## src/hdl/timer16_pkg.sv

```systemverilog
// Constants for the 16-bit timer with capture and compare channels
package timer16_pkg;
    // Byte addresses of the register locations
    localparam logic [7:0] ADDR_CMP_B_LO  = 8'h48;
    localparam logic [7:0] ADDR_CMP_B_HI  = 8'h49;
    localparam logic [7:0] ADDR_CMP_A_LO  = 8'h4A;
    localparam logic [7:0] ADDR_CMP_A_HI  = 8'h4B;
    localparam logic [7:0] ADDR_CMP_C_LO  = 8'h78;
    localparam logic [7:0] ADDR_CMP_C_HI  = 8'h79;
    localparam logic [7:0] ADDR_CTRL_C    = 8'h8C;
    localparam logic [7:0] ADDR_CNT_LO    = 8'h4C;
    localparam logic [7:0] ADDR_CNT_HI    = 8'h4D;
    localparam logic [7:0] ADDR_CTRL_B    = 8'h4E;
    localparam logic [7:0] ADDR_CTRL_A    = 8'h4F;
    localparam logic [7:0] ADDR_CAP_LO    = 8'h46;
    localparam logic [7:0] ADDR_CAP_HI    = 8'h47;

    // Field positions in control register B
    localparam int         NOISE_BIT      = 7;
    localparam int         EDGE_BIT       = 6;
    localparam int         WGM_HI_MSB     = 4;
    localparam int         CS_MSB         = 2;
    localparam logic [7:0] CTRL_B_WMASK   = 8'hDF;
    // Field positions in control register A and C
    localparam int         COM_A_MSB      = 7;
    localparam int         WGM_LO_MSB     = 1;
    localparam int         FORCE_A_BIT    = 7;

    // Clock source select codes
    localparam logic [2:0] CS_STOP        = 3'h0;
    localparam logic [2:0] CS_DIV1        = 3'h1;
    localparam logic [2:0] CS_DIV8        = 3'h2;
    localparam logic [2:0] CS_DIV64       = 3'h3;
    localparam logic [2:0] CS_DIV256      = 3'h4;
    localparam logic [2:0] CS_DIV1024     = 3'h5;
    localparam logic [2:0] CS_EXT_FALL    = 3'h6;
    localparam logic [2:0] CS_EXT_RISE    = 3'h7;

    // Prescaler terminal masks
    localparam logic [9:0] PRE_MASK8      = 10'h007;
    localparam logic [9:0] PRE_MASK64     = 10'h03F;
    localparam logic [9:0] PRE_MASK256    = 10'h0FF;
    localparam logic [9:0] PRE_MASK1024   = 10'h3FF;

    // Waveform mode codes used in decoding
    localparam logic [3:0] WGM_NORMAL     = 4'h0;
    localparam logic [3:0] WGM_PC8        = 4'h1;
    localparam logic [3:0] WGM_PC9        = 4'h2;
    localparam logic [3:0] WGM_PC10       = 4'h3;
    localparam logic [3:0] WGM_CTC_A      = 4'h4;
    localparam logic [3:0] WGM_FAST8      = 4'h5;
    localparam logic [3:0] WGM_FAST9      = 4'h6;
    localparam logic [3:0] WGM_FAST10     = 4'h7;
    localparam logic [3:0] WGM_PFC_CAP    = 4'h8;
    localparam logic [3:0] WGM_PC_CAP     = 4'hA;
    localparam logic [3:0] WGM_CTC_CAP    = 4'hC;
    localparam logic [3:0] WGM_RESERVED   = 4'hD;
    localparam logic [3:0] WGM_FAST_CAP   = 4'hE;

    // Fixed top values
    localparam logic [15:0] TOP_MAX       = 16'hFFFF;
    localparam logic [15:0] TOP_8BIT      = 16'h00FF;
    localparam logic [15:0] TOP_9BIT      = 16'h01FF;
    localparam logic [15:0] TOP_10BIT     = 16'h03FF;

    // Compare output modes
    localparam logic [1:0] COM_OFF        = 2'h0;
    localparam logic [1:0] COM_TOGGLE     = 2'h1;
    localparam logic [1:0] COM_CLEAR      = 2'h2;
    localparam logic [1:0] COM_SET        = 2'h3;

    localparam int         CHANNELS       = 3;
endpackage : timer16_pkg

```

## src/hdl/timer16_control_capture_compare.sv

```systemverilog
// 16-bit timer with prescaler, input capture and forced compare channels
`timescale 1ns/10ps
`default_nettype none

// How it works
// - With filter on, filtered capture input changes after four equal samples.
// - Filter on delays every capture event by exactly four clock cycles.
// - Edge select zero captures on falling edge, one on rising edge.
// - Capture copies counter into capture register and sets capture flag.
// - Modes using capture register as top disable capturing entirely.
// - Clock select codes: stop, undivided, divide by 8, 64, 256, 1024.
// - Code 110 counts external falling edges, code 111 rising edges.
// - External pin counts even when driven as an output by software.
// - Force bits act only in non-PWM modes, ignored in PWM modes.
// - Force bit write is a strobe applying compare output mode immediately.
// - Forced compare sets no flag and never clears the counter.
// - Force bits always read back as zero.
// - Shared high-byte latch makes 16-bit reads and writes atomic.
// - Counter write blocks compare matches on the next timer clock.
// - Non-PWM compare modes: disconnect, toggle, clear, set on match.
// - Mode bits from control B and A select top; every mode counts up and wraps to zero.
module timer16_control_capture_compare
    import timer16_pkg::*;
(
    input  wire logic                mclk,
    input  wire logic                reset,
    input  wire logic [7:0]          regAddr,
    input  wire logic                regWrEn,
    input  wire logic [7:0]          regWrData,
    input  wire logic                regRdEn,
    output var  logic [7:0]          regRdData,
    input  wire logic                captureInputPin,
    input  wire logic                externalCountPin,
    input  wire logic                captureFlagClear,
    output var  logic                captureFlag,
    output var  logic [CHANNELS-1:0] compareOutputPin,
    output var  logic [CHANNELS-1:0] compareOutputEnable
);

    typedef struct packed {
        logic [7:0]          ctrlA;
        logic [7:0]          ctrlB;
        logic [15:0]         count;
        logic [15:0]         cmpA;
        logic [15:0]         cmpB;
        logic [15:0]         cmpC;
        logic [15:0]         capReg;
        logic [7:0]          temp;
        logic                capFlag;
        logic [CHANNELS-1:0] pinOut;
        logic [CHANNELS-1:0] pinEn;
        logic [9:0]          prescale;
        logic                capSync1;
        logic                capSync2;
        logic [2:0]          capHist;
        logic                capFilt;
        logic                capPrev;
        logic                extSync1;
        logic                extSync2;
        logic                extPrev;
        logic                blockMatch;
        logic [7:0]          rdData;
    } state_t;

    state_t st_r;
    state_t st_nxt;

    // Top value for the selected waveform mode
    function automatic logic [15:0] topValue(input logic [3:0] wgm,
                                             input logic [15:0] cmpA,
                                             input logic [15:0] capReg);
        case (wgm)
            WGM_PC8, WGM_FAST8:                                 topValue = TOP_8BIT;
            WGM_PC9, WGM_FAST9:                                 topValue = TOP_9BIT;
            WGM_PC10, WGM_FAST10:                               topValue = TOP_10BIT;
            WGM_PFC_CAP, WGM_PC_CAP, WGM_CTC_CAP, WGM_FAST_CAP: topValue = capReg;
            WGM_NORMAL, WGM_RESERVED:                           topValue = TOP_MAX;
            default:                                            topValue = cmpA;
        endcase
    endfunction : topValue

    // True when the capture register serves as top
    function automatic logic capIsTop(input logic [3:0] wgm);
        capIsTop = (wgm == WGM_PFC_CAP) || (wgm == WGM_PC_CAP) ||
                   (wgm == WGM_CTC_CAP) || (wgm == WGM_FAST_CAP);
    endfunction : capIsTop

    // True for the non-PWM modes
    function automatic logic nonPwm(input logic [3:0] wgm);
        nonPwm = (wgm == WGM_NORMAL) || (wgm == WGM_CTC_A) || (wgm == WGM_CTC_CAP);
    endfunction : nonPwm

    // Timer clock enable from the clock source select field
    function automatic logic timerTick(input logic [2:0] cs,
                                       input logic [9:0] pre,
                                       input logic       extRise,
                                       input logic       extFall);
        case (cs)
            CS_DIV1:     timerTick = 1'b1;
            CS_DIV8:     timerTick = ((pre & PRE_MASK8) == PRE_MASK8);
            CS_DIV64:    timerTick = ((pre & PRE_MASK64) == PRE_MASK64);
            CS_DIV256:   timerTick = ((pre & PRE_MASK256) == PRE_MASK256);
            CS_DIV1024:  timerTick = ((pre & PRE_MASK1024) == PRE_MASK1024);
            CS_EXT_FALL: timerTick = extFall;
            CS_EXT_RISE: timerTick = extRise;
            default:     timerTick = 1'b0;
        endcase
    endfunction : timerTick

    // New compare output level for a match
    function automatic logic comAction(input logic [1:0] com, input logic pin);
        case (com)
            COM_TOGGLE: comAction = ~pin;
            COM_CLEAR:  comAction = 1'b0;
            COM_SET:    comAction = 1'b1;
            default:    comAction = pin;
        endcase
    endfunction : comAction

    logic [3:0]          wgm;
    logic [15:0]         top;
    logic                tick;
    logic                capIn;
    logic                capTrig;
    logic [3:0]          histAll;
    logic [CHANNELS-1:0] match;
    logic [CHANNELS-1:0] forceHit;
    logic [15:0]         cmpVal [CHANNELS];

    assign cmpVal[0] = st_r.cmpA;
    assign cmpVal[1] = st_r.cmpB;
    assign cmpVal[2] = st_r.cmpC;

    always_comb begin
        st_nxt = st_r;
        wgm = {st_r.ctrlB[WGM_HI_MSB -: 2], st_r.ctrlA[WGM_LO_MSB -: 2]};
        top = topValue(wgm, st_r.cmpA, st_r.capReg);

        // Pin synchronisers
        st_nxt.capSync1 = captureInputPin;
        st_nxt.capSync2 = st_r.capSync1;
        st_nxt.extSync1 = externalCountPin;
        st_nxt.extSync2 = st_r.extSync1;
        st_nxt.extPrev  = st_r.extSync2;

        // four equal samples move the filter
        st_nxt.capHist = {st_r.capHist[1:0], st_r.capSync2};
        histAll = {st_r.capHist, st_r.capSync2};
        if ((&histAll) || !(|histAll)) begin
            st_nxt.capFilt = st_r.capSync2;
        end
        capIn = st_r.ctrlB[NOISE_BIT] ? st_r.capFilt : st_r.capSync2;
        st_nxt.capPrev = capIn;
        capTrig = st_r.ctrlB[EDGE_BIT] ? (capIn & ~st_r.capPrev) : (~capIn & st_r.capPrev);
        // capture off when capture register is top
        capTrig = capTrig & ~capIsTop(wgm);

        st_nxt.prescale = st_r.prescale + 10'h001;
        tick = timerTick(st_r.ctrlB[CS_MSB -: 3], st_r.prescale,
                         st_r.extSync2 & ~st_r.extPrev, ~st_r.extSync2 & st_r.extPrev);

        if (tick) begin
            st_nxt.count      = (st_r.count == top) ? 16'h0000 : st_r.count + 16'h0001;
            st_nxt.blockMatch = 1'b0;
        end

        forceHit = '0;
        for (int i = 0; i < CHANNELS; i++) begin
            match[i] = tick && !st_r.blockMatch && (st_r.count == cmpVal[i]);
        end

        st_nxt.capFlag = capTrig | (st_r.capFlag & ~captureFlagClear);
        if (capTrig) begin
            st_nxt.capReg = st_r.count;
        end

        // low byte read loads the shared latch
        st_nxt.rdData = 8'h00;
        if (regRdEn) begin
            case (regAddr)
                ADDR_CNT_LO: begin
                    st_nxt.rdData = st_r.count[7:0];
                    st_nxt.temp   = st_r.count[15:8];
                end
                ADDR_CAP_LO: begin
                    st_nxt.rdData = st_r.capReg[7:0];
                    st_nxt.temp   = st_r.capReg[15:8];
                end
                ADDR_CMP_A_LO: begin
                    st_nxt.rdData = st_r.cmpA[7:0];
                    st_nxt.temp   = st_r.cmpA[15:8];
                end
                ADDR_CMP_B_LO: begin
                    st_nxt.rdData = st_r.cmpB[7:0];
                    st_nxt.temp   = st_r.cmpB[15:8];
                end
                ADDR_CMP_C_LO: begin
                    st_nxt.rdData = st_r.cmpC[7:0];
                    st_nxt.temp   = st_r.cmpC[15:8];
                end
                ADDR_CNT_HI, ADDR_CAP_HI, ADDR_CMP_A_HI, ADDR_CMP_B_HI, ADDR_CMP_C_HI: begin
                    st_nxt.rdData = st_r.temp;
                end
                ADDR_CTRL_A: st_nxt.rdData = st_r.ctrlA;
                ADDR_CTRL_B: st_nxt.rdData = st_r.ctrlB & CTRL_B_WMASK;
                ADDR_CTRL_C: st_nxt.rdData = 8'h00;
                default:     st_nxt.rdData = 8'h00;
            endcase
        end

        if (regWrEn) begin
            case (regAddr)
                ADDR_CNT_HI, ADDR_CAP_HI, ADDR_CMP_A_HI, ADDR_CMP_B_HI, ADDR_CMP_C_HI: begin
                    st_nxt.temp = regWrData;
                end
                // low byte write commits both bytes
                ADDR_CNT_LO: begin
                    st_nxt.count      = {st_r.temp, regWrData};
                    st_nxt.blockMatch = 1'b1;
                end
                ADDR_CAP_LO:   st_nxt.capReg = {st_r.temp, regWrData};
                ADDR_CMP_A_LO: st_nxt.cmpA   = {st_r.temp, regWrData};
                ADDR_CMP_B_LO: st_nxt.cmpB   = {st_r.temp, regWrData};
                ADDR_CMP_C_LO: st_nxt.cmpC   = {st_r.temp, regWrData};
                ADDR_CTRL_A:   st_nxt.ctrlA  = regWrData;
                ADDR_CTRL_B:   st_nxt.ctrlB  = regWrData & CTRL_B_WMASK;
                ADDR_CTRL_C: begin
                    for (int i = 0; i < CHANNELS; i++) begin
                        forceHit[i] = regWrData[FORCE_A_BIT - i] & nonPwm(wgm);
                    end
                end
                default: begin
                end
            endcase
        end

        for (int i = 0; i < CHANNELS; i++) begin
            if (nonPwm(wgm) && match[i]) begin
                st_nxt.pinOut[i] = comAction(st_r.ctrlA[COM_A_MSB - 2*i -: 2], st_r.pinOut[i]);
            end
            // forced strobe uses current output mode
            // no flag and no counter clear here
            if (forceHit[i]) begin
                st_nxt.pinOut[i] = comAction(st_r.ctrlA[COM_A_MSB - 2*i -: 2], st_r.pinOut[i]);
            end
            st_nxt.pinEn[i] = (st_nxt.ctrlA[COM_A_MSB - 2*i -: 2] != COM_OFF);
        end
    end

    always_ff @(posedge mclk) begin
        if (reset) begin
            st_r <= '0;
        end else begin
            st_r <= st_nxt;
        end
    end

    assign regRdData           = st_r.rdData;
    assign captureFlag         = st_r.capFlag;
    assign compareOutputPin    = st_r.pinOut;
    assign compareOutputEnable = st_r.pinEn;

endmodule : timer16_control_capture_compare

`default_nettype wire

```

## config.mk

```make
export PLATFORM = sky130hd
export DESIGN_NAME = timer16_control_capture_compare
export DESIGN_NICKNAME = d
export VERILOG_FILES = /design/src/hdl/timer16_pkg.sv /design/src/hdl/timer16_control_capture_compare.sv
export SDC_FILE = /design/constraint.sdc
export NUM_CORES = 1
export LEC_CHECK = 0
export ABC_CLOCK_PERIOD_IN_PS = 3100
export BUFFER_PORTS_ARGS = -buffer_cell sky130_fd_sc_hd__buf_4
export CAP_MARGIN = 40
export CORE_UTILIZATION = 32
export DETAILED_ROUTE_END_ITERATION = 7
export PLACE_DENSITY = 0.52
export SLEW_MARGIN = 20
export SYNTH_ARGS = -nofsm -noshare
export SYNTH_HDL_FRONTEND = slang
export SYNTH_SLANG_ARGS = --single-unit
```

## constraint.sdc

```tcl
create_clock -name mclk -period 3.1 [get_ports mclk]
set_clock_uncertainty 0.1 [all_clocks]
set_input_delay 0.62 -clock mclk [delete_from_list [all_inputs] [get_ports mclk]]
set_output_delay 0.62 -clock mclk [all_outputs]
set_load 0.01 [all_outputs]
```

==> metrics.yaml <==
run_status: "finished, final reports clean"
postSynth.topFlopCell: "dfxtp_1"
crit_family: "simple AND/OR/NAND/NOR gates"
grt_overflow: 0
routabilityCongestion: 0.903
clock_tree.root_cell: "clkbuf_16"
count_of_buffer_and_inverter_cells_on_the_critical_path: 1
stdcell_area_um2: 8840
n_fill_cell: 2440
die_area_um2: 24500
worst_setup_path_end_kind: "flip-flop"
power_mw: 4.17
synth_area_um2: 7640
detail_route.iter0.violations: 892
slew_violations: 0
register_clock_pin_slew_on_the_reported_worst_setup_and_hold_paths_ns: 0.06
synth_cells: 972
worst_hold_slack_ns: 0.305
synth_enable_flop_cells: 0
whs_endpoint: "st_nxt[10]"
critical_path.slowest_cell: "dfxtp_2"
via_per_inst: 5.58
timing.hold.worst.start: "externalCountPin"
finalHoldViolations: 0
detail_route.wl_per_cell_um: 20.7
core.rowCount: 56
finalSetupTns_ns: 0
power.leakage_nw: 3.30
final_net_count: 1005
globalRouteTotalUtil_pct: 22.8
setup_viol: 0
diodes: 0
yosysWarningCount: 0
critical_path_arrival_ns: 3.10
initial_standard_cell_utilization_of_the_core_pct: 32.6
drt-total-wl_um: 27200
critical_path_class: "flip-flop to flip-flop"
drc_errors_left: 0
drtAntennaViolNets: 0
worstMarginPinSlew_ns: 0.786
critical_path.cell_chain: "nor2b_2, mux2_4, nor2_1, mux2_2, nor4_1, nand4_1, o21ai_2, buf_4, o21ai_0"
chipHeight_um: 157
max_clock_freq_mhz: 346
clk-insertion-delay-late_ns: 0.43
dp_hpwl_um: 19300
regToRegStartpoint: "st_r[127]"
cts_max_path_buffers: 2
clock_buffers_created_by_tritoncts: 17
postSynthNetCount: 998
critical_path_peak_fanout: 13
io_buffer_count: 37
fin_util_pct: 37.7
htree_num_levels: 4
post-route-period-util_pct: 93.1
rrSetupSlack_ns: 0.21
worst_ep_required_time_ns: 3.31
grt_pass1_vias: 6732
worstRegToRegCells: 9
setup.worst_path.start_class: "flip-flop"
p_per_area_nw_per_um2: 472
core-area_um2: 23500
post_synth_num_cell_types: 62
cp_slowest_stage_delay_ns: 0.42
relative_slew_margins_pct: 47.0
antenna_found_initial: 0
grt_setup_unrepaired: "no"
async_reset_ff_share_pct: 0
cts.sink_count: 139
grt_start_max_net_pins: 56
clock_tree_from_tritoncts: "yes"
synth.ff_latch_count: 139
synth_sequential_area_ratio_pct: 36.4
timing.hold.worst.class: "primary input to flip-flop"
hold_depth: 2
maximum_resistive_drop_on_vdd_mv: 0.286
critical_path.reg2reg.endpoint: "st_r[111]"
drive_above_1_share_pct: 15.5
die_x_um: 157
dpl-instance-area_um2: 8230
drtPass1Iterations: 7
syn_avg_cell_area_um2: 7.86
top_level_ports: 38
clock_period_minus_final_worst_setup_slack_ns: 2.89
vias: 7315
timing.max_cap.violations: 0
area.growth.synth_to_final_pct: 15.6
grt_pass1_wl_um: 41400
==> cell usage after synthesis (all sizes together), types with 7 or more instances <==
| library cell | number | share of area (%) |
|---|---|---|
| a222oi | 16 | 2.1 |
| and3 | 12 | 0.98 |
| a211oi | 21 | 2.1 |
| nand2b | 13 | 1.1 |
| buf | 39 | 3.4 |
| nand2 | 131 | 6.4 |
| o22ai | 10 | 0.82 |
| mux2i | 18 | 2.4 |
| mux2 | 12 | 1.8 |
| nor3 | 12 | 0.85 |
| a21oi | 110 | 7.2 |
| a22oi | 8 | 0.79 |
| nand3 | 80 | 5.2 |
| o221ai | 7 | 0.88 |
| xor2 | 53 | 6.1 |
| inv | 16 | 0.79 |
| clkbuf | 60 | 3.0 |
| dfxtp | 139 | 36 |
| nor4 | 21 | 1.8 |
| xnor2 | 21 | 2.4 |
| a31oi | 9 | 0.74 |
| and2 | 10 | 0.82 |
| nor2b | 14 | 1.2 |
| o21ai | 44 | 3.4 |
| nor2 | 55 | 2.7 |
==> layout by cell type (no fill, tap or decap), types with 10 or more instances in the layout <==
master,Yosys,final
a211oi_1,21,21
o21ai_0,33,33
nor2_1,55,55
nand3_1,80,80
o21ai_2,11,11
nor4_1,20,20
inv_1,15,15
mux2_2,11,11
o22ai_1,10,10
nor2b_1,13,13
mux2i_1,18,18
dfxtp_1,139,135
a222oi_1,16,16
nand2b_1,13,13
and3_1,12,12
a21oi_1,110,110
xnor2_1,21,21
xor2_1,53,53
clkbuf_16,0,17
nand2_1,131,131
buf_4,16,85
==> layout make-up <==
cell class                      instances  area, µm²  area share [%]
Multi-Input combinational cell        718       4330            49.0
Sequential cell                       139       2790            31.5
Timing Repair Buffer                   87        663            7.50
Clock buffer                           19        433            4.90
Tap cell                              319        399            4.52
Clock inverter                         13        168            1.90
Inverter                               16       60.1           0.679
==> metrics by stage <==
| step | std cells | setup slack [ns] |
|---|---|---|
| after floorplan | 972 | 0.599 |
| after global placement | 1278 | 0.198 |
| after detailed placement | 1279 | 0.177 |
| after CTS | 1311 | 0.154 |
| after global routing | 1311 | 0.0292 |
| final | 1311 | 0.213 |
==> what timing repair did <==
action / in CTS / in global routing
resized for setup: 0 / 4
setup endpoints to repair: 0 / 13
buffers inserted: 0 / 0
hold buffers: 0 / 0
hold endpoints to repair: 0 / 0
==> power by group <==
group	internal [mW]	switching (mW)	total, mW
combinational	0.0738	0.150	0.224
clock	1.27	0.854	2.13
sequential	1.80	0.0199	1.82
total	3.15	1.02	4.17
==> cells by family after synthesis <==
group	count (synthesis)	share of synthesized area (%)
compound gates	244	20.2
xor+xnor	74	8.48
fa+ha+maj	3	0.491
buf+inv	115	7.20
flops	139	36.4
mux	30	4.17
simple gates	367	23.0
==> state kept, by name, summed over array words and instances, names as in the netlist <==
register	flops
captureFlag	1
histAll	4
st_nxt	3
compareOutputEnable	3
cmpVal	48
compareOutputPin	3
regRdData	8
st_r	69
==> routing by layer <==
layer / global-route usage [%] / part of all wire [%] / vias up
met5: 0 / 0 / -
met4: 9.34 / 3.0 / 0
met3: 5.46 / 8.1 / 58
met2: 33.1 / 43 / 317
met1: 31.9 / 46 / 3486
li1: - / - / 3454
==> worst max-delay path by stage <==
stage	startpoint	to	slack, ns	cells after the start
after floorplan	regAddr[5]	st_r[42]	0.60	7
after global placement	regAddr[6]	st_r[38]	0.20	8
after detailed placement	st_r[127]	st_r[111]	0.18	9
after CTS	st_r[127]	st_r[111]	0.15	9
after global routing	st_r[127]	st_r[111]	0.03	9
final	st_r[127]	st_r[111]	0.21	9
Note: power is estimated with default switching activity, not from simulation.
